`src/inc/scg_pkg.sv`:
```
package scg_pkg;

  // register bus geometry
  localparam int          ADDR_W       = 10;
  localparam int          DATA_W       = 32;
  localparam int          IDX_LSB      = 2;

  // register indices, byte address is four times the index
  localparam logic [7:0]  IDX_DIVCTL   = 8'h61;
  localparam logic [7:0]  IDX_TRIM     = 8'h66;
  localparam logic [7:0]  IDX_SLEEP    = 8'h53;
  localparam logic [7:0]  IDX_STATUS   = 8'h54;

  // divider control fields
  localparam int          UNLOCK_BIT   = 7;
  localparam logic [7:0]  UNLOCK_WORD  = 8'h80;
  localparam logic [7:0]  DIVCTL_MASK  = 8'h8f;
  localparam logic [3:0]  SEL_DIV1     = 4'h0;
  localparam logic [3:0]  SEL_DIV8     = 4'h3;
  localparam logic [3:0]  SEL_MAX      = 4'h8;
  localparam logic [2:0]  UNLOCK_LAST  = 3'h3;

  // sleep control fields
  localparam int          ALLOW_BIT    = 0;
  localparam int          MODE_LO      = 1;
  localparam int          MODE_HI      = 3;
  localparam int          PEND_BIT     = 4;
  localparam logic [2:0]  MODE_IDLE    = 3'h0;
  localparam logic [2:0]  MODE_ADC     = 3'h1;
  localparam logic [2:0]  MODE_PDOWN   = 3'h2;
  localparam logic [2:0]  MODE_PSAVE   = 3'h3;
  localparam logic [2:0]  MODE_STBY    = 3'h6;

  // wake timing in clock cycles
  localparam logic [2:0]  STARTUP_CK   = 3'h6;
  localparam logic [2:0]  HOLD_CK      = 3'h4;

  // gate vector order: cpu flash io adc asy main tosc
  localparam int          G_CPU        = 6;
  localparam int          G_FLASH      = 5;
  localparam int          G_IO         = 4;
  localparam int          G_ADC        = 3;
  localparam int          G_ASY        = 2;
  localparam int          G_MAIN       = 1;
  localparam int          G_TOSC       = 0;
  localparam logic [6:0]  GATE_RUN     = 7'h7f;
  localparam logic [6:0]  GATE_IDLE    = 7'h1f;
  localparam logic [6:0]  GATE_ADC     = 7'h0f;
  localparam logic [6:0]  GATE_PDOWN   = 7'h00;
  localparam logic [6:0]  GATE_PSAVE   = 7'h05;
  localparam logic [6:0]  GATE_STBY    = 7'h02;
  localparam logic [6:0]  GATE_START   = 7'h03;

  typedef enum logic [1:0] {
    ST_RUN   = 2'b00,
    ST_SLEEP = 2'b01,
    ST_START = 2'b10,
    ST_HOLD  = 2'b11
  } scg_state_t;

endpackage : scg_pkg

```
`src/hdl/scg_prescaler.sv`:
```
`timescale 1ns/100ps
module scg_prescaler (
  // clock and reset
  input  wire logic       mclk_i,
  input  wire logic       sys_rst_i,
  input  wire logic       ce_i,
  // division select, sampled only at a period boundary
  input  wire logic [3:0] sel_i,
  // one master cycle per divided period
  output logic            tick_o
);

  logic [7:0] cnt_r;
  logic [3:0] eff_sel;
  logic [8:0] period;
  logic [8:0] reload9;

  // reserved codes fall back to the slowest divide
  assign eff_sel = (sel_i > scg_pkg::SEL_MAX) ? scg_pkg::SEL_MAX : sel_i;
  assign period  = 9'h001 << eff_sel;
  assign reload9 = period - 9'h001;
  assign tick_o  = (cnt_r == 8'h00);

  // new setting is loaded only when the old period ends, so
  // no short period can ever appear on the divided clock
  always_ff @(posedge mclk_i) begin
    if (sys_rst_i) begin
      cnt_r <= 8'h00;
    end else if (ce_i) begin
      if (tick_o) begin
        cnt_r <= reload9[7:0];
      end else begin
        cnt_r <= cnt_r - 8'h01;
      end
    end
  end
endmodule : scg_prescaler

```
`src/hdl/scg_wake_qual.sv`:
```
`timescale 1ns/100ps
module scg_wake_qual (
  // selected sleep mode and async state
  input  wire logic [2:0] mode_i,
  input  wire logic       async_run_i,
  // interrupt sources
  input  wire logic       external_interrupt_zero_level_i,
  input  wire logic       external_interrupt_zero_edge_i,
  input  wire logic       pin_change_i,
  input  wire logic       usi_start_i,
  input  wire logic       lcd_irq_i,
  input  wire logic       tmr2_irq_i,
  input  wire logic       spm_ready_i,
  input  wire logic       adc_done_i,
  input  wire logic       other_irq_i,
  // qualified wake request
  output logic            wake_o
);

  logic any_src;
  logic deep_src;
  logic adc_src;
  logic save_src;
  logic is_idle;
  logic is_adc;
  logic is_save;

  // edge on external_interrupt_zero only counts in idle; deeper modes need level
  assign deep_src = external_interrupt_zero_level_i | pin_change_i | usi_start_i;
  assign any_src  = deep_src | external_interrupt_zero_edge_i | lcd_irq_i | tmr2_irq_i |
                    spm_ready_i | adc_done_i | other_irq_i;
  assign adc_src  = deep_src | spm_ready_i | adc_done_i |
                    (async_run_i & (lcd_irq_i | tmr2_irq_i));
  assign save_src = deep_src | lcd_irq_i | tmr2_irq_i;

  // mode decode
  assign is_idle  = (mode_i == scg_pkg::MODE_IDLE);
  assign is_adc   = (mode_i == scg_pkg::MODE_ADC);
  assign is_save  = (mode_i == scg_pkg::MODE_PSAVE);
  assign wake_o   = is_idle ? any_src :
                    is_adc  ? adc_src :
                    is_save ? save_src : deep_src;

endmodule : scg_wake_qual

```
`src/hdl/scg_clock_ctrl.sv`:
```
// Added by the designer: the Avalon-MM slave port.
`timescale 1ns/100ps
module scg_clock_ctrl (
  // clock, reset, enable
  input  wire logic        mclk_i,
  input  wire logic        sys_rst_i,
  input  wire logic        ce_i,
  // avalon-mm slave
  input  wire logic [9:0]  avs_address_i,
  input  wire logic        avs_read_i,
  input  wire logic        avs_write_i,
  input  wire logic [31:0] avs_writedata_i,
  input  wire logic [3:0]  avs_byteenable_i,
  output logic [31:0]      avs_readdata_o,
  output logic             avs_waitrequest_o,
  // factory straps
  input  wire logic [7:0]  factory_trim_i,
  input  wire logic        divide_by_eight_fuse_i,
  // cpu side
  input  wire logic        sleep_instr_i,
  input  wire logic        async_running_i,
  // wake sources
  input  wire logic        external_interrupt_zero_level_i,
  input  wire logic        external_interrupt_zero_edge_i,
  input  wire logic        pin_change_i,
  input  wire logic        usi_start_i,
  input  wire logic        lcd_irq_i,
  input  wire logic        tmr2_irq_i,
  input  wire logic        spm_ready_i,
  input  wire logic        adc_done_i,
  input  wire logic        other_irq_i,
  // oscillator trim
  output logic [7:0]       rc_oscillator_trim_o,
  output logic             trim_range_select_o,
  output logic [6:0]       trim_fine_value_o,
  // clock domain ticks and enables
  output logic             clk_cpu_tick_o,
  output logic             clk_flash_tick_o,
  output logic             clk_io_tick_o,
  output logic             clk_adc_tick_o,
  output logic             clk_asy_en_o,
  output logic             main_osc_en_o,
  output logic             timer_osc_en_o,
  // cpu sequencing
  output logic             cpu_halt_o,
  output logic             wake_irq_o
);

  // registers
  logic [7:0]        trim_r;
  logic              unlock_r;
  logic [2:0]        unlock_cnt_r;
  logic [3:0]        sel_r;
  logic              allow_r;
  logic [2:0]        mode_sel_r;
  logic [2:0]        mode_r;
  logic              ack_r;
  logic [31:0]       rdata_r;
  logic [6:0]        gate_r;
  logic [2:0]        wait_r;
  logic              wake_irq_r;
  scg_pkg::scg_state_t state_r;

  // next values
  scg_pkg::scg_state_t state_nxt;
  logic [2:0]        wait_nxt;
  logic [6:0]        gate_nxt;

  // decode wires
  logic              req;
  logic              done;
  logic              wr_en;
  logic [7:0]        idx;
  logic [7:0]        wd;
  logic              wr_div;
  logic              wr_trim;
  logic              wr_sleep;
  logic              unlock_set;
  logic              sel_take;
  logic              unlock_end;
  logic [7:0]        rd_mux;
  logic [7:0]        div_view;
  logic [7:0]        sleep_view;
  logic [7:0]        status_view;
  logic              mode_ok;
  logic              sleep_go;
  logic              wake;
  logic              tick;
  logic [6:0]        mode_gate;
  logic [6:0]        gate_eff;

  // bus handshake: every access waits exactly one cycle while ce_i is high
  assign req               = avs_read_i | avs_write_i;
  assign avs_waitrequest_o = req & ~(ack_r & ce_i);
  assign done              = req & ack_r & ce_i;
  assign wr_en             = avs_write_i & done & avs_byteenable_i[0];
  assign idx               = avs_address_i[scg_pkg::IDX_LSB +: 8];
  assign wd                = avs_writedata_i[7:0];
  assign wr_div            = wr_en & (idx == scg_pkg::IDX_DIVCTL);
  assign wr_trim           = wr_en & (idx == scg_pkg::IDX_TRIM);
  assign wr_sleep          = wr_en & (idx == scg_pkg::IDX_SLEEP);

  // timed unlock sequence
  assign unlock_set = wr_div & (wd == scg_pkg::UNLOCK_WORD) & ~unlock_r;
  assign sel_take   = wr_div & unlock_r & ~wd[scg_pkg::UNLOCK_BIT];
  assign unlock_end = unlock_r & (unlock_cnt_r == scg_pkg::UNLOCK_LAST);

  // register read views; unused bits read zero
  assign div_view    = {unlock_r, 3'h0, sel_r} & scg_pkg::DIVCTL_MASK;
  assign sleep_view  = {4'h0, mode_sel_r, allow_r};
  assign status_view = {3'h0, unlock_r, mode_r, (state_r != scg_pkg::ST_RUN)};
  assign rd_mux = (idx == scg_pkg::IDX_DIVCTL) ? div_view    :
                  (idx == scg_pkg::IDX_TRIM)   ? trim_r      :
                  (idx == scg_pkg::IDX_SLEEP)  ? sleep_view  :
                  (idx == scg_pkg::IDX_STATUS) ? status_view : 8'h00;

  // bus acknowledge and read data capture
  always_ff @(posedge mclk_i) begin
    if (sys_rst_i) begin
      ack_r   <= 1'b0;
      rdata_r <= 32'h0000_0000;
    end else if (ce_i) begin
      ack_r <= req & ~ack_r;
      if (req & ~ack_r) begin
        rdata_r <= {24'h00_0000, rd_mux};
      end
    end
  end
  assign avs_readdata_o = rdata_r;

  // trim register; strap caught by the synchronous reset
  always_ff @(posedge mclk_i) begin
    if (sys_rst_i) begin
      trim_r <= factory_trim_i;
    end else if (ce_i && wr_trim) begin
      trim_r <= wd;
    end
  end
  assign rc_oscillator_trim_o = trim_r;
  assign trim_range_select_o  = trim_r[7];
  assign trim_fine_value_o    = trim_r[6:0];

  // divider control: unlock flag, its timer and the select field
  always_ff @(posedge mclk_i) begin
    if (sys_rst_i) begin
      unlock_r     <= 1'b0;
      unlock_cnt_r <= 3'h0;
      sel_r        <= divide_by_eight_fuse_i ? scg_pkg::SEL_DIV8
                                             : scg_pkg::SEL_DIV1;
    end else if (ce_i) begin
      if (unlock_set) begin
        unlock_r     <= 1'b1;
        unlock_cnt_r <= 3'h0;
      end else if (sel_take || unlock_end) begin
        unlock_r     <= 1'b0;
      end else if (unlock_r) begin
        unlock_cnt_r <= unlock_cnt_r + 3'h1;
      end
      if (sel_take) begin
        sel_r <= wd[3:0];
      end
    end
  end

  // sleep mode control register
  always_ff @(posedge mclk_i) begin
    if (sys_rst_i) begin
      allow_r    <= 1'b0;
      mode_sel_r <= scg_pkg::MODE_IDLE;
    end else if (ce_i && wr_sleep) begin
      allow_r    <= wd[scg_pkg::ALLOW_BIT];
      mode_sel_r <= wd[scg_pkg::MODE_HI:scg_pkg::MODE_LO];
    end
  end

  // only the five defined codes put the part to sleep
  assign mode_ok  = (mode_sel_r == scg_pkg::MODE_IDLE)  |
                    (mode_sel_r == scg_pkg::MODE_ADC)   |
                    (mode_sel_r == scg_pkg::MODE_PDOWN) |
                    (mode_sel_r == scg_pkg::MODE_PSAVE) |
                    (mode_sel_r == scg_pkg::MODE_STBY);
  assign sleep_go = sleep_instr_i & allow_r & mode_ok;

  // wake qualification per mode
  scg_wake_qual u_wake (
    .mode_i       (mode_r),
    .async_run_i  (async_running_i),
    .external_interrupt_zero_level_i (external_interrupt_zero_level_i),
    .external_interrupt_zero_edge_i  (external_interrupt_zero_edge_i),
    .pin_change_i (pin_change_i),
    .usi_start_i  (usi_start_i),
    .lcd_irq_i    (lcd_irq_i),
    .tmr2_irq_i   (tmr2_irq_i),
    .spm_ready_i  (spm_ready_i),
    .adc_done_i   (adc_done_i),
    .other_irq_i  (other_irq_i),
    .wake_o       (wake)
  );

  // gate pattern of the latched mode
  assign mode_gate = (mode_r == scg_pkg::MODE_IDLE)  ? scg_pkg::GATE_IDLE  :
                     (mode_r == scg_pkg::MODE_ADC)   ? scg_pkg::GATE_ADC   :
                     (mode_r == scg_pkg::MODE_PSAVE) ? scg_pkg::GATE_PSAVE :
                     (mode_r == scg_pkg::MODE_STBY)  ? scg_pkg::GATE_STBY  :
                     scg_pkg::GATE_PDOWN;

  // sleep sequencer; start-up only when the oscillator was stopped
  always_comb begin
    state_nxt = state_r;
    wait_nxt  = wait_r;
    gate_nxt  = gate_r;
    unique case (state_r)
      scg_pkg::ST_RUN: begin
        gate_nxt = scg_pkg::GATE_RUN;
        // cpu and flash stop on the entry edge; mode gates follow
        if (sleep_go) begin
          state_nxt = scg_pkg::ST_SLEEP;
          gate_nxt  = scg_pkg::GATE_IDLE;
        end
      end
      scg_pkg::ST_SLEEP: begin
        gate_nxt = mode_gate;
        if (wake) begin
          if (mode_gate[scg_pkg::G_MAIN]) begin
            state_nxt = scg_pkg::ST_HOLD;
            wait_nxt  = scg_pkg::HOLD_CK - 3'h1;
            gate_nxt  = scg_pkg::GATE_IDLE;
          end else begin
            state_nxt = scg_pkg::ST_START;
            wait_nxt  = scg_pkg::STARTUP_CK - 3'h1;
            gate_nxt  = scg_pkg::GATE_START;
          end
        end
      end
      scg_pkg::ST_START: begin
        if (wait_r == 3'h0) begin
          state_nxt = scg_pkg::ST_HOLD;
          wait_nxt  = scg_pkg::HOLD_CK - 3'h1;
          gate_nxt  = scg_pkg::GATE_IDLE;
        end else begin
          wait_nxt = wait_r - 3'h1;
        end
      end
      scg_pkg::ST_HOLD: begin
        if (wait_r == 3'h0) begin
          state_nxt = scg_pkg::ST_RUN;
          gate_nxt  = scg_pkg::GATE_RUN;
        end else begin
          wait_nxt = wait_r - 3'h1;
        end
      end
    endcase
  end

  // state registers; wake never touches cpu storage, only clocks
  always_ff @(posedge mclk_i) begin
    if (sys_rst_i) begin
      state_r    <= scg_pkg::ST_RUN;
      wait_r     <= 3'h0;
      gate_r     <= scg_pkg::GATE_RUN;
      mode_r     <= scg_pkg::MODE_IDLE;
      wake_irq_r <= 1'b0;
    end else if (ce_i) begin
      state_r    <= state_nxt;
      wait_r     <= wait_nxt;
      gate_r     <= gate_nxt;
      wake_irq_r <= (state_r == scg_pkg::ST_HOLD) &&
                    (state_nxt == scg_pkg::ST_RUN);
      if (sleep_go && state_r == scg_pkg::ST_RUN) begin
        mode_r <= mode_sel_r;
      end
    end
  end

  // divided clock source
  scg_prescaler u_div (
    .mclk_i    (mclk_i),
    .sys_rst_i (sys_rst_i),
    .ce_i      (ce_i),
    .sel_i     (sel_r),
    .tick_o    (tick)
  );

  // timer oscillator runs only for an asynchronous unit
  assign gate_eff = {gate_r[6:1], gate_r[scg_pkg::G_TOSC] & async_running_i};

  // the divided tick feeds every synchronous domain
  assign clk_cpu_tick_o   = tick & gate_eff[scg_pkg::G_CPU];
  assign clk_flash_tick_o = tick & gate_eff[scg_pkg::G_FLASH];
  assign clk_io_tick_o    = tick & gate_eff[scg_pkg::G_IO];
  assign clk_adc_tick_o   = tick & gate_eff[scg_pkg::G_ADC];
  assign clk_asy_en_o     = gate_eff[scg_pkg::G_ASY];
  assign main_osc_en_o    = gate_eff[scg_pkg::G_MAIN];
  assign timer_osc_en_o   = gate_eff[scg_pkg::G_TOSC];
  assign cpu_halt_o       = (state_r != scg_pkg::ST_RUN);
  assign wake_irq_o       = wake_irq_r;
endmodule : scg_clock_ctrl

```
`config.mk`:
```
export PLATFORM = sky130hd
export DESIGN_NAME = scg_clock_ctrl
export DESIGN_NICKNAME = d
export VERILOG_FILES = /design/src/inc/scg_pkg.sv /design/src/hdl/scg_prescaler.sv /design/src/hdl/scg_wake_qual.sv /design/src/hdl/scg_clock_ctrl.sv
export SDC_FILE = /design/constraint.sdc
export NUM_CORES = 1
export LEC_CHECK = 0
export BUFFER_PORTS_ARGS = -buffer_cell sky130_fd_sc_hd__buf_2
export CORE_ASPECT_RATIO = 1.25
export CORE_UTILIZATION = 50
export CTS_CLUSTER_DIAMETER = 100
export DETAILED_ROUTE_END_ITERATION = 6
export GPL_ROUTABILITY_DRIVEN = 0
export HOLD_SLACK_MARGIN = 0.08
export PLACE_DENSITY = 0.81
export REMOVE_ABC_BUFFERS = 1
export SETUP_SLACK_MARGIN = 0.4
export SYNTH_ARGS = -nofsm -noshare
export SYNTH_HDL_FRONTEND = slang
export SYNTH_HIERARCHICAL = 1
export SYNTH_SLANG_ARGS = --single-unit
```
`constraint.sdc`:
```
create_clock -name mclk_i -period 4 [get_ports mclk_i]
set_input_delay 0.8 -clock mclk_i [delete_from_list [all_inputs] [get_ports mclk_i]]
set_output_delay 0.8 -clock mclk_i [all_outputs]
set_load 0.05 [all_outputs]
```
==> Yosys cells after proc, flatten, opt, wreduce, memory -nomap -nowiden <==
Cells that the tools add are included.
{ "totals": {"wordCells": 153, "output_inout_bits": 58, "ff_bits": 53} }
{ "op_classes": {"n_shift": 1, "n_bitwise": 46, "n_mux": 41, "add_sub_neg": 4, "n_lt_le_gt_ge": 1, "reduce_logical": 25, "eq_ne": 21} }
{ "op_table": {"columns": ["op", "n"], "rows": [
  ["two-way mux 8 bit", 5],
  ["== test 8 x 7 -> 1 bit (second input constant)", 4],
  ["one-hot mux 7 bit (4 select lines)", 1],
  ["two-way mux 5 bit", 5],
  ["two-way mux 3 bit", 8],
  ["bitwise AND 1 bit", 23],
  ["two-way mux 7 bit", 3],
  ["two-way mux 4 bit", 5],
  ["bitwise OR 1 bit", 19],
  ["subtractor 8 x 1 -> 8 bit (second input constant)", 2],
  ["== test 3 x 2 -> 1 bit (second input constant)", 4],
  ["two-way mux 2 bit", 6],
  ["nonzero test 2 bit", 6],
  ["logical NOT 3 bit", 3],
  ["one-hot mux 3 bit (3 select lines)", 1],
  ["== test 8 bit (second input constant)", 1],
  ["logical NOT 8 bit", 1],
  ["!= test 2 bit (second input constant)", 4],
  ["one-hot mux 2 bit (4 select lines)", 1],
  ["AND reduction 2 bit", 4],
  ["<< shifter 1 x 4 -> 8 bit (first input constant)", 1],
  ["== test 3 x 1 -> 1 bit (second input constant)", 2],
  ["== test 3 bit (second input constant)", 2],
  ["two-way mux 1 bit", 6],
  ["13 further kinds", 22]
]} }

==> Longest topological paths before layout <==
Gate-level depths: netlist (run 1).
{ "depth": {"depth_word": 13, "mapped_depth": 8, "depth_no_buf": 8} }

==> By module <==
Netlist (run 1), hierarchy kept.
{ "by_module_without_submodules": {"columns": ["mod", "instances", "area_each_um2", "cells_per_inst"], "rows": [
  ["scg_clock_ctrl", 1, 2680.1, 308],
  ["scg_prescaler", 1, 693.2, 83],
  ["scg_wake_qual", 1, 55.1, 10]
]} }

==> Worst setup path after synthesis (run 1) <==
OpenSTA, ideal clock, no wires.
{ "synth_timing": {"kind": "register to output", "start": "register u_div.cnt_r[7]", "end": "output clk_flash_tick_o", "n_path_buf": 1, "path_stages_with_launch": 6, "slack_ns": 1.302, "arrival_ns": 1.898, "cell_sequence": "dfxtp_1 nor4_1 nand2_2 inv_2 and2_1 buf_4"} }
{ "synth_between": {"elab_chain_len": 2} }
{ "synth_rtl": {"columns": ["element", "line", "source"], "rows": [
  ["start: declaration", "scg_prescaler.sv:13", "logic [7:0] cnt_r;"],
  ["start signal: assignment", "scg_prescaler.sv:31", "cnt_r <= reload9[7:0];"],
  ["start signal: assignment", "scg_prescaler.sv:33", "cnt_r <= cnt_r - 8'h01;"],
  ["logical NOT 8 bit", "scg_prescaler.sv:22", "assign tick_o = (cnt_r == 8'h00);"],
  ["via tick", "scg_clock_ctrl.sv:88", "logic tick;"],
  ["bitwise AND 1 bit", "scg_clock_ctrl.sv:289", "assign clk_flash_tick_o = tick & gate_eff[scg_pkg::G_FLASH];"],
  ["end: declaration", "scg_clock_ctrl.sv:38", "output logic clk_flash_tick_o,"]
]} }
The timed path passes the listed nets, and every way through them passes these cells.

==> Worst setup path after layout (run 1) <==
{ "layout_timing": {"start": "register u_div.cnt_r[4]", "end": "output clk_flash_tick_o"} }
Same word-level chain as after synthesis.

==> impl_summary.txt, run 1 <==
----------------------------------------------------
[Power]
  Portion of total power attributed to combinational logic ... 0.319
  Maximum vdd ir drop ... 250 uV
  Overall power of the completed layout ... ~1.5 mW
  Share of total power consumed by net switching ... 0.384
  Power per cell area ... 387 mW/mm^2
  Net load switching power ... around 0.56 mW
  Leakage dissipation ... between 1.5 and 2 nW
  Cell internal pwr ... between 0.8 and 0.9 mW
  Part of the power in the clock network ... 0.260
  Reg power frac ... 0.421

[Worst setup path]
  Endpoint type of the worst setup path ... output pin
  Critical-path top delay cell ... nor4_1
  Critical-path cell list ... nor4_1, nand2_2, inv_2, and2_1, buf_2
  Largest stage delay, worst path ... 0.71 ns
  Arrival time at the worst endpoint ... 2.16 ns
  Critical path startpoint category ... flip-flop
  Largest fanout on the critical path ... 7
  Required time reported for the critical path endpoint ... between 3 and 4 ns
  Type of the worst setup path ... flip-flop to output pin

[Timing]
  Final hold violation count ... 0
  Final critical-path required period ... 2.96 ns
  Hold WS ... roughly 0.46 ns
  Highest achievable clock rate ... 338 MHz
  Slew Limit Fails ... 0
  Share of the clock period used by the worst path after layout ... 0.739
  Worst slew pin tran ... about 0.8 ns
  Setup_tns ... 0 ns
  Relative max-transition margin ... 0.465
  Clock skew after layout ... between 0.007 and 0.008 ns
  Setup repair after global routing missed its margin ... no
  Total of endpoints with negative setup slack in the final report ... 0

[Synthesis]
  Dominant combinational cell family by area after synthesis ... simple AND/OR/NAND/NOR gates
  Sequential cell area fraction in the yosys report ... 0.339
  Avg Cell Area, Syn ... 8.55 um^2
  Adder-Cell Fraction of Synth Area ... 0.0365
  Synth Flop Type ... dfxtp_1
  Fraction of the mapped netlist area in simple logic gates ... 0.285
  Summed instance area of the synthesized netlist ... 0.00343 mm^2
  Synthesized instance count ... 401
  Post-synthesis compound-gate area fraction ... 0.175
  Synth async-reset ratio ... 0
  Fraction of synthesized cell area in xor and xnor cells ... 0.00255
  Count of cell types in the netlist ... 74
  Multiplexer area fraction after synthesis ... 0.0343
  EDFF count, synth ... 12
  Flop and latch count out of synthesis ... 52
  Count of synthesis-stage warnings from yosys ... 6

[Route]
  Number of nets still failing antenna checks after routing ... 0
  Routed wire per std cell ... roughly 14 um
  Routed via count divided by cell count ... roughly 5.7
  Total number of vias ... between 3000 and 4000
  DRT Wirelength ... between 7 and 8 mm
  DRC violation count after routing ... 0
  Iteration-0 DRC Markers ... ~210
  Count of TritonRoute iterations in the first routing pass ... 4

[Global route]
  Via count of the first global-routing pass ... 2866
  Antenna violations before repair ... 0
  All-layer global routing usage ... 0.219
  Maximum number of pins on one net before global-route repair ... 32
  Total congestion overflow after global routing ... 0
  Global-route wire length before repair ... roughly 13 mm

[Place]
  Total placed instance area ... between 0.003 and 0.004 mm^2
  DP Cell Count ... about 540
  # port buffers ... 75
  Detailed Place HPWL ... just under 6 mm

[Die]
  Number of rows created at floorplan ... 33
  DIE HEIGHT ... roughly 95 um
  Width of the chip ... roughly 76 um
  Core Region ... between 0.006 and 0.007 mm^2
  Starting density of the core ... 0.519
  I/O pins ... between 100 and 150
  Area of the die ... a little over 0.007 mm^2

[CTS]
  TritonCTS Sinks ... between 50 and 60
  CTS tree ... built
  Post-CTS Hold Fix Bufs ... 0
  Clock network latency to the later pin of the worst-skew pair ... about 0.31 ns
  Post CTS Setup Buffer Count ... 0
  H-tree level count ... 2
  Maximum buffer depth of the clock tree ... 2
  PostCTS Resize Cnt ... 0
  Clock-pin slew of the registers on the worst-case setup and hold paths ... ~0.10 ns
  Total CTS buffers ... 5
  CTS root buf ... clkbuf_8

[Layout]
  Final cell count without fillers ... ~550
  ANT cells ... 0
  Filler instances ... about 620
  Cell area after layout ... roughly 0.0037 mm^2
  FF+latch area ... ~0.0012 mm^2
  Proportion of layout cells with a drive suffix above 1 ... 0.238
  Commonest non-fill, non-tap cell in the layout ... buf_2
  Total Nets Final ... roughly 540
  Most frequent cells in the layout ... buf_2 (75), nand2_1 (41), dfxtp_1 (40)
  Post-synthesis to final-layout area growth ... 9.27%
  Multi-input logic area ... between 0.0015 and 0.002 mm^2

[Flow run]
  Number of max-capacitance violations reported ... 0

[Worst hold path]
  Worst Hold Class ... flip-flop to flip-flop

[Outcome]
  Status ... finished clean

----------------------------------------------------
[power groups by stage]
stage | logic [mW] | clock network (mW) | registers (mW)
2_1_floorplan | 0.292 | 0 | 0.671
3_3_place_gp | 0.449 | 0 | 0.620
3_5_place_dp | 0.458 | 0 | 0.622
4_1_cts | 0.460 | 0.385 | 0.610
5_1_grt | 0.497 | 0.405 | 0.616
6_report | 0.463 | 0.377 | 0.611
[path summary, 6_finish.rpt]
check	end	cells after the start	start	slack [ns]
max	clk_flash_tick_o	5	u_div/cnt_r[4]	1.04
min	avs_readdata_o[5]	2	avs_readdata_o[5]	0.46
max reg2reg	u_div/cnt_r[2]	7	u_div/cnt_r[4]	1.57
min reg2reg	avs_readdata_o[5]	2	avs_readdata_o[5]	0.46
[cells in the mapped netlist, types with 2 or more instances]
cell       instances  area (um^2)
a211o_1            2         17.5
a211oi_1           2         15.0
a21o_1             3         22.5
a21oi_1           28          140
a221oi_1           5         43.8
a31oi_1            2         12.5
a41oi_1            2         17.5
and2_1             6         37.5
and3_1             6         37.5
and4_4             2         22.5
buf_2              3         15.0
buf_4             35          263
buf_6              3         33.8
clkbuf_1           5         18.8
clkbuf_8           3         41.3
dfxtp_1           40          801
edfxtp_1          12          360
ha_1              10          125
inv_1             15         56.3
mux2_2             6         67.6
mux2i_1            5         50.1
nand2_1           41          154
nand2b_1           4         25.0
nand3_1            9         45.0
nand4_1            3         18.8
nand4bb_1          3         33.8
nor2_1            32          120
nor2b_1            7         43.8
nor3_1            14         70.1
nor3b_1            7         52.6
nor4_1             8         50.1
o21ai_0           15         75.1
o21ai_1            4         20.0
o221a_2            2         22.5
o221ai_1           2         17.5
o22ai_1           11         68.8
o31ai_1            2         15.0
or2_2              2         12.5
or2b_1             2         15.0
or3_1              3         18.8
or4_1              2         15.0
[cell type report]
type,count,area share
Inverter,16,0.0160
Timing Repair Buffer,76,0.102
Sequential cell,52,0.310
Clock buffer,5,0.0184
Clock inverter,3,0.0124
Multi-Input combinational cell,306,0.512
Tap cell,87,0.0291
[state kept, by name, indices dropped and copies added (netlist names)]
| signal | cells |
|---|---|
| ack_r | 1 |
| allow_r | 1 |
| avs_readdata_o | 8 |
| gate_r | 6 |
| mode_r | 3 |
| mode_sel_r | 3 |
| rc_oscillator_trim_o | 8 |
| sel_r | 4 |
| state_r | 2 |
| u_div/cnt_r | 8 |
| unlock_cnt_r | 3 |
| unlock_r | 1 |
| wait_r | 3 |
| wake_irq_o | 1 |
[layer usage]
metal / vias up / global-route usage / wire length [um]
met5: - / 0 / 0
met3: 11 / 0.0300 / 418
met2: 124 / 0.418 / 4030
met1: 1468 / 0.255 / 3270
li1: 1508 / - / -
met4: 0 / 0.0625 / 106
[cell families (layout without fill, tap and decap cells)]
family / Yosys count / count (layout)
fa+ha+maj: 10 / 10
simple gates: 169 / 169
buf+inv: 66 / 100
other cells: 1 / 24
compound gates: 91 / 91
flops: 52 / 52
mux: 11 / 11
xor+xnor: 1 / 1
[worst max-delay path: cells and delay by family (launching register included)]
family / cells / cell delay (ns)
flip-flops: 1 / 0.36
AND/OR/NAND/NOR: 3 / 1.05
buffers and inverters: 2 / 0.44
[stage by stage]
step / util / worst slack, ns
floorplan: - / 1.28
global placement: 0.550 / 1.45
detailed placement: 0.550 / 1.41
CTS: 0.567 / 1.06
global route: 0.567 / 0.808
finish: 0.567 / 1.04
No activity file was read; power rests on OpenSTA's default activity.
==> run 2: changes to the inputs <==
--- a/config.mk
+++ b/config.mk
@@ -5,6 +5,7 @@
 export SDC_FILE = /design/constraint.sdc
 export NUM_CORES = 1
 export LEC_CHECK = 0
+export ABC_AREA = 1
 export BUFFER_PORTS_ARGS = -buffer_cell sky130_fd_sc_hd__buf_2
 export CORE_ASPECT_RATIO = 1.25
 export CORE_UTILIZATION = 50
==> constraint.sdc (replaced) <==
create_clock -name mclk_i -period 2.9 [get_ports mclk_i]
set_input_delay 0.58 -clock mclk_i [delete_from_list [all_inputs] [get_ports mclk_i]]
set_output_delay 0.58 -clock mclk_i [all_outputs]
set_load 0.05 [all_outputs]
==> run 2 against run 1 <==
Net effect: combinational power up 39%; core utilization grew 0.74 points; sequential power increased by 36%; die area decreased by 1.2%; synthesized cell count increased by 27%; count of clock-buffer cells in the layout increased by 2; non-clock buffer count grew 1; sequential cell count is the same; largest power group unchanged; first-iteration DRC count is 20% lower; routed wire length up 5.6%; clock skew grew 0.0049 ns; critical endpoint unchanged.
==> impl_summary.txt, run 2 <==
----------------------------------------------------
[Outcome]
  Status ... finished clean (unchanged)

[Synthesis]
  Flop and latch count out of synthesis ... 52 (unchanged)
  Most repeated cell in the gate-level netlist after synthesis ... nand2_1 (unchanged)
  Sequential cell area fraction in the yosys report ... 0.343 (was 0.339)
  Synth async-reset ratio ... 0 (unchanged)
  Synthesized instance count ... 510 (was 401)
  Cell type with the largest total area after synthesis ... dfxtp_1 (unchanged)
  Synth Flop Type ... dfxtp_1 (unchanged)
  Leading cell types by count after synthesis ... nand2_1 (122), inv_1 (78), nor2_1 (57), a21oi_1 (45), dfxtp_1 (40) (was nand2_1 (41), dfxtp_1 (40), buf_4 (35), nor2_1 (32), a21oi_1 (28))
  Avg Cell Area, Syn ... 6.64 um^2 (was 8.55 um^2)
  Count of cell types in the netlist ... 35 (was 74)
  Count of synthesis-stage warnings from yosys ... 6 (unchanged)
  EDFF count, synth ... 12 (unchanged)
  Summed instance area of the synthesized netlist ... 0.00339 mm^2 (was 0.00343 mm^2)
  Leading post-synthesis cells by cell area ... dfxtp_1 (24%), nand2_1 (14%), edfxtp_1 (11%) (was dfxtp_1 (23%), edfxtp_1 (11%), buf_4 (7.7%))
  Area share of the largest cell type after synthesis ... 0.236 (was 0.234)

[Route]
  Number of nets still failing antenna checks after routing ... 0 (unchanged)
  DRC violation count after routing ... 0 (unchanged)
  Iteration-0 DRC Markers ... 167 (was 208)
  Total number of vias ... 3374 (was 3111)
  Count of TritonRoute iterations in the first routing pass ... 5 (was 4)
  DRT Wirelength ... 8.26 mm (was 7.82 mm)
  Routed via count divided by cell count ... 5.09 (was 5.71)
  Routed wire per std cell ... 12.5 um (was 14.3 um)

[Worst setup path]
  Reg-to-reg slack, setup ... 0.96 ns (was 1.57 ns)
  End of the worst register-to-register path ... gate_r[4] (was u_div/cnt_r[2])
  Critical path startpoint ... u_div/cnt_r[3] (was u_div/cnt_r[4])
  R2R depth ... 9 (was 7)
  Required time reported for the critical path endpoint ... 2.32 ns (was 3.20 ns)
  Arrival time at the worst endpoint ... 1.70 ns (was 2.16 ns)
  Critical path startpoint category ... flip-flop (unchanged)
  Critical-path cell list ... nor2_1, nand2_1, nor2_4, nand2_1, inv_1, buf_2 (was nor4_1, nand2_2, inv_2, and2_1, buf_2)
  Type of the worst setup path ... flip-flop to output pin (unchanged)
  Reg2Reg Launch Point ... state_r[0] (was u_div/cnt_r[4])
  Endpoint of the worst setup timing path ... clk_flash_tick_o (unchanged)
  Largest fanout on the critical path ... 14 (was 7)
  Endpoint type of the worst setup path ... output pin (unchanged)
  Largest stage delay, worst path ... 0.36 ns (was 0.71 ns)
  Critical-path top delay cell ... nor2_4 (was nor4_1)
  Most used cell along the critical path ... nand2_1

[Timing]
  Setup repair after global routing missed its margin ... no (unchanged)
  Worst slew pin tran ... 0.594 ns (was 0.796 ns)
  Hold WS ... 0.464 ns (was 0.462 ns)
  Slew Limit Fails ... 0 (unchanged)
  Total of endpoints with negative setup slack in the final report ... 0 (unchanged)
  Final hold violation count ... 0 (unchanged)
  Highest achievable clock rate ... between 400 and 500 MHz
  Share of the clock period used by the worst path after layout ... 0.786
  Relative max-transition margin ... 0.604 (was 0.465)
  Final critical-path required period ... ~2.3 ns
  Setup_tns ... 0 ns (unchanged)
  Clock skew after layout ... 0.0126 ns (was 0.00770 ns)

[Layout]
  Total Nets Final ... 656 (was 538)
  ANT cells ... 0 (unchanged)
  Filler instances ... 649 (was 624)
  Post-synthesis to final-layout area growth ... 11.3% (was 9.27%)
  Most frequent cells in the layout ... nand2_1 (122), inv_1 (78), buf_2 (75) (was buf_2 (75), nand2_1 (41), dfxtp_1 (40))
  Commonest non-fill, non-tap cell in the layout ... nand2_1 (was buf_2)
  Proportion of layout cells with a drive suffix above 1 ... 0.168 (was 0.238)
  Final cell count without fillers ... 663 (was 545)

[Die]
  Number of rows created at floorplan ... 33 (unchanged)
  Core Region ... 0.00657 mm^2 (was 0.00661 mm^2)
  Width of the chip ... 75.6 um (was 76.1 um)
  Area of the die ... 0.00711 mm^2 (was 0.00719 mm^2)
  I/O pins ... 129 (unchanged)
  Starting density of the core ... 0.516 (was 0.519)
  DIE HEIGHT ... 94.0 um (was 94.6 um)

[Power]
  Leakage dissipation ... 1.91 nW (was 1.54 nW)
  Overall power of the completed layout ... 1.90 mW (was 1.45 mW)
  Maximum vdd ir drop ... 296 uV (was 250 uV)
  Power per cell area ... 504 mW/mm^2 (was 387 mW/mm^2)

[Global route]
  Via count of the first global-routing pass ... 3134 (was 2866)
  All-layer global routing usage ... 0.249 (was 0.219)
  Total congestion overflow after global routing ... 0 (unchanged)
  Antenna violations before repair ... 0 (unchanged)
  Maximum number of pins on one net before global-route repair ... 40 (was 32)
  Global-route wire length before repair ... 13.3 mm (was 12.8 mm)

[CTS]
  CTS tree ... built (unchanged)
  PostCTS Resize Cnt ... 0 (unchanged)
  Total CTS buffers ... 5 (unchanged)
  Maximum buffer depth of the clock tree ... 2 (unchanged)
  Post-CTS Hold Fix Bufs ... 0 (unchanged)
  Clock-pin slew of the registers on the worst-case setup and hold paths ... 0.10 ns (about the same)
  Post CTS Setup Buffer Count ... 0 (unchanged)
  H-tree level count ... 2 (unchanged)
  TritonCTS Sinks ... 52 (unchanged)
  CTS root buf ... clkbuf_8 (unchanged)
  Clock network latency to the later pin of the worst-skew pair ... 0.31 ns (about the same)

[Place]
  Detailed Place HPWL ... 6.37 mm (was 5.90 mm)
  # port buffers ... 75 (unchanged)
  DP Cell Count ... 655 (was 537)

[Worst hold path]
  Hold Path Cell Cnt ... 2 (unchanged)
  Worst Hold Class ... flip-flop to flip-flop (unchanged)

[Flow run]
  Number of max-capacitance violations reported ... 0 (unchanged)

----------------------------------------------------
-- run 2: where the power goes --
group          total (mW)  internal (mW)  switching, mW
Sequential          0.831          0.792         0.0384
Clock               0.428          0.192          0.236
Combinational       0.644          0.163          0.481
Total                1.90           1.15          0.755
-- run 2: worst min-delay path by stage --
stage              start   endpoint  slack [ns]
6_report       gate_r[3]  gate_r[3]        0.46
5_1_grt        gate_r[3]  gate_r[3]        0.48
4_1_cts        gate_r[3]  gate_r[3]        0.47
3_5_place_dp   gate_r[3]  gate_r[3]        0.45
3_3_place_gp   gate_r[3]  gate_r[3]        0.44
2_1_floorplan  gate_r[0]  gate_r[0]        0.43
-- run 2: stage by stage --
stage / util / setup WS, ns / cell area [um^2]
2_1_floorplan: - / 0.792 / 3180
3_3_place_gp: 0.560 / 0.749 / 3680
3_5_place_dp: 0.560 / 0.713 / 3680
4_1_cts: 0.574 / 0.402 / 3770
5_1_grt: 0.574 / 0.547 / 3770
6_report: 0.574 / 0.621 / 3770
-- run 2: logic make-up after synthesis --
logic type               after synthesis  synth area share
other                                  1           0.00111
flip-flops                            52             0.343
AO/OA/AOI/OAI                         94             0.152
AND/OR/NAND/NOR                      229             0.285
adder cells (fa/ha/maj)               10            0.0369
buffers and inverters                123             0.180
XOR/XNOR                               1           0.00259
-- run 2: area by class of cell --
type | instances | area, um^2 | area share
multi-input cells | 358 | 1710 | 0.453
well taps | 87 | 109 | 0.0289
clock inverters | 1 | 3.75 | 0.000995
clock buffers | 7 | 86.3 | 0.0229
inverters | 81 | 312 | 0.0826
flip-flops and latches | 52 | 1160 | 0.308
repair buffers | 77 | 390 | 0.104
-- run 2: worst max-delay path, delay by kind of cell, from the launching register on --
kind / cells / cell delay, ns
buf+inv: 2 / 0.32
flops: 1 / 0.34
simple gates: 4 / 0.72
-- run 2: layer usage --
| metal | wire (um) | share of wire | vias to the layer above | global-route usage |
|---|---|---|---|---|
| met5 | 0 | 0 | - | 0 |
| met4 | 285 | 0.035 | 0 | 0.134 |
| met3 | 418 | 0.051 | 28 | 0.0429 |
| met2 | 4330 | 0.52 | 120 | 0.455 |
| met1 | 3220 | 0.39 | 1536 | 0.260 |
| li1 | - | - | 1690 | - |
==> run 3: changes to the inputs <==
--- a/config.mk
+++ b/config.mk
@@ -8,12 +8,12 @@
 export ABC_AREA = 1
 export BUFFER_PORTS_ARGS = -buffer_cell sky130_fd_sc_hd__buf_2
 export CORE_ASPECT_RATIO = 1.25
-export CORE_UTILIZATION = 50
+export CORE_UTILIZATION = 45
 export CTS_CLUSTER_DIAMETER = 100
 export DETAILED_ROUTE_END_ITERATION = 6
 export GPL_ROUTABILITY_DRIVEN = 0
 export HOLD_SLACK_MARGIN = 0.08
-export PLACE_DENSITY = 0.81
+export PLACE_DENSITY = 0.77
 export REMOVE_ABC_BUFFERS = 1
 export SETUP_SLACK_MARGIN = 0.4
 export SYNTH_ARGS = -nofsm -noshare
==> constraint.sdc (replaced) <==
create_clock -name mclk_i -period 1.85 [get_ports mclk_i]
set_input_delay 0.37 -clock mclk_i [delete_from_list [all_inputs] [get_ports mclk_i]]
set_output_delay 0.37 -clock mclk_i [all_outputs]
set_load 0.05 [all_outputs]
==> run 3 against run 2 <==
Net effect: sequential power rose by 58%; worst setup slack worse by 0.57 ns; cell area up 18%; sequential share of layout area down 4.2 points; global-route usage is 3.2 points lower; routed wire length grew 11%; clock skew hardly changed; critical path depth up 1; hold slack got worse by 0.15 ns; register-to-register slack got worse by 0.82 ns; critical path type unchanged; largest cell class unchanged; largest power group is now combinational cells.
==> impl_summary.txt, run 3 (same netlist as run 2, synthesis figures left out) <==
----------------------------------------------------
[Outcome]
  Status ... finished clean (unchanged)

[Timing]
  Total of endpoints with negative setup slack in the final report ... 0 (unchanged)
  Slew Limit Fails ... 0 (unchanged)
  Share of the clock period used by the worst path after layout ... 0.971
  Setup repair after global routing missed its margin ... yes (was no)
  Highest achievable clock rate ... roughly 560 MHz
  Final hold violation count ... 0 (unchanged)
  Final critical-path required period ... 1.80 ns
  Clock skew after layout ... 0.0128 ns (was 0.0126 ns)
  Setup_tns ... 0 ns (unchanged)

[Place]
  Total placed instance area ... 0.00376 mm^2 (was 0.00368 mm^2)
  # port buffers ... 75 (unchanged)
  DP Cell Count ... 670 (was 655)
  Detailed Place HPWL ... 6.18 mm (was 6.37 mm)

[Die]
  Number of rows created at floorplan ... 35 (was 33)
  I/O pins ... 129 (unchanged)
  Starting density of the core ... 0.463 (was 0.516)
  Core Region ... 0.00731 mm^2 (was 0.00657 mm^2)
  DIE HEIGHT ... 99.0 um (was 94.0 um)
  Width of the chip ... 79.6 um (was 75.6 um)
  Area of the die ... 0.00788 mm^2 (was 0.00711 mm^2)

[Layout]
  Cell area after layout ... 0.00444 mm^2 (was 0.00377 mm^2)
  Proportion of layout cells with a drive suffix above 1 ... 0.347 (was 0.168)
  Total Nets Final ... 693 (was 656)
  FF+latch area ... 0.00118 mm^2 (was 0.00116 mm^2)
  Commonest non-fill, non-tap cell in the layout ... nand2_1 (unchanged)
  Final cell count without fillers ... 705 (was 663)
  Filler instances ... 651 (was 649)
  ANT cells ... 0 (unchanged)
  Most frequent cells in the layout ... nand2_1 (107), buf_2 (69), inv_1 (65) (was nand2_1 (122), inv_1 (78), buf_2 (75))
  Multi-input logic area ... 0.00198 mm^2 (was 0.00171 mm^2)
  Post-synthesis to final-layout area growth ... 31.2% (was 11.3%)

[Global route]
  Antenna violations before repair ... 0 (unchanged)
  All-layer global routing usage ... 0.217 (was 0.249)
  Total congestion overflow after global routing ... 0 (unchanged)
  Via count of the first global-routing pass ... 3298 (was 3134)
  Maximum number of pins on one net before global-route repair ... 40 (unchanged)
  Global-route wire length before repair ... 13.6 mm (was 13.3 mm)

[Flow run]
  Number of max-capacitance violations reported ... 0 (unchanged)

[Route]
  Number of nets still failing antenna checks after routing ... 0 (unchanged)
  DRC violation count after routing ... 0 (unchanged)
  Routed via count divided by cell count ... 5.20 (was 5.09)
  Routed wire per std cell ... 13.0 um (was 12.5 um)
  Total number of vias ... 3664 (was 3374)
  Count of TritonRoute iterations in the first routing pass ... 5 (unchanged)
  Iteration-0 DRC Markers ... 156 (was 167)
  DRT Wirelength ... 9.18 mm (was 8.26 mm)

[Worst hold path]
  Launch point of the worst hold path ... factory_trim_i[6] (was gate_r[3])
  Worst Hold Class ... primary input to flip-flop (was flip-flop to flip-flop)

[CTS]
  TritonCTS Sinks ... 52 (unchanged)
  Total CTS buffers ... 5 (unchanged)
  H-tree level count ... 2 (unchanged)
  CTS tree ... built (unchanged)
  CTS root buf ... clkbuf_8 (unchanged)
  Post-CTS Hold Fix Bufs ... 0 (unchanged)
  Clock network latency to the later pin of the worst-skew pair ... 0.32 ns (was 0.31 ns)
  Maximum buffer depth of the clock tree ... 2 (unchanged)
  Clock-pin slew of the registers on the worst-case setup and hold paths ... 0.11 ns (was 0.10 ns)

[Power]
  Leakage dissipation ... 2.14 nW (was 1.91 nW)
  Net load switching power ... 1.38 mW (was 0.755 mW)
  Share of total power consumed by net switching ... 0.408 (was 0.397)
  Cell internal pwr ... 2.01 mW (was 1.15 mW)
  Power per cell area ... 763 mW/mm^2 (was 504 mW/mm^2)
  Maximum vdd ir drop ... 413 uV (was 296 uV)
  Portion of total power attributed to combinational logic ... 0.410 (was 0.338)
  Reg power frac ... 0.387 (was 0.437)
  Part of the power in the clock network ... 0.203 (was 0.225)
  Overall power of the completed layout ... 3.39 mW (was 1.90 mW)

[Worst setup path]
  Endpoint type of the worst setup path ... output pin (unchanged)
  Required time reported for the critical path endpoint ... 1.48 ns (was 2.32 ns)
  Reg2Reg Launch Point ... u_div/cnt_r[5] (was state_r[0])
  Arrival time at the worst endpoint ... 1.43 ns (was 1.70 ns)
  Type of the worst setup path ... flip-flop to output pin (unchanged)
  Critical path startpoint ... u_div/cnt_r[5] (was u_div/cnt_r[3])
  Largest fanout on the critical path ... 3 (was 14)
  Critical path startpoint category ... flip-flop (unchanged)

----------------------------------------------------
-- run 3: power by group through the flow --
| stage | Combinational [mW] | Sequential (mW) | Clock [mW] |
|---|---|---|---|
| final | 1.39 | 1.31 | 0.689 |
| after global routing | 1.48 | 1.32 | 0.734 |
| after CTS | 1.20 | 1.30 | 0.695 |
| after detailed placement | 1.04 | 1.33 | 0 |
| after global placement | 1.01 | 1.32 | 0 |
| after floorplan | 0.624 | 1.45 | 0 |
-- run 3: final timing paths --
kind	slack, ns	cells past startpoint	to
setup reg to reg	0.14	13	u_div/cnt_r[5]
hold / removal	0.32	3	rc_oscillator_trim_o[6]
hold reg to reg	0.47	2	avs_readdata_o[5]
setup / recovery	0.05	7	clk_flash_tick_o
-- run 3: worst max-delay path, cell delays in order (launching register included) --
cell and delay, ns:
dfxtp_1 0.32, nor2_1 0.15, nand2_2 0.10, nor2_4 0.15, buf_6 0.12, nand2_2 0.05
inv_2 0.08, buf_8 0.15
-- run 3: metal layers --
metal	GRT usage	vias up	share of wire
met2	0.395	126	0.53
li1	-	1776	-
met4	0.117	0	0.039
met5	0	-	0
met3	0.0343	36	0.043
met1	0.233	1726	0.39
-- run 3: cell type report --
class / count / area share
inverter: 81 / 0.0740
tap: 92 / 0.0259
clock inverter: 3 / 0.00591
sequential: 52 / 0.266
clock buffer: 5 / 0.0155
timing repair buffer: 114 / 0.168
multi-input combinational: 358 / 0.445
-- run 3: what timing repair did --
| action | in CTS | in global routing |
|---|---|---|
| pin swaps | 9 | 28 |
| endpoints found under the setup margin | 36 | 44 |
| gates resized for setup | 66 | 62 |
| buffers inserted | 14 | 13 |
| cloned | 0 | 0 |
-- run 3: stage by stage --
stage          hold WS (ns)  setup WS [ns]   util
6_report              0.316         0.0536  0.608
5_1_grt               0.340        0.00295  0.608
4_1_cts               0.321         0.0608  0.564
3_5_place_dp          0.447          0.116  0.514
2_1_floorplan         0.430        -0.0475      -
3_3_place_gp          0.442          0.164  0.514
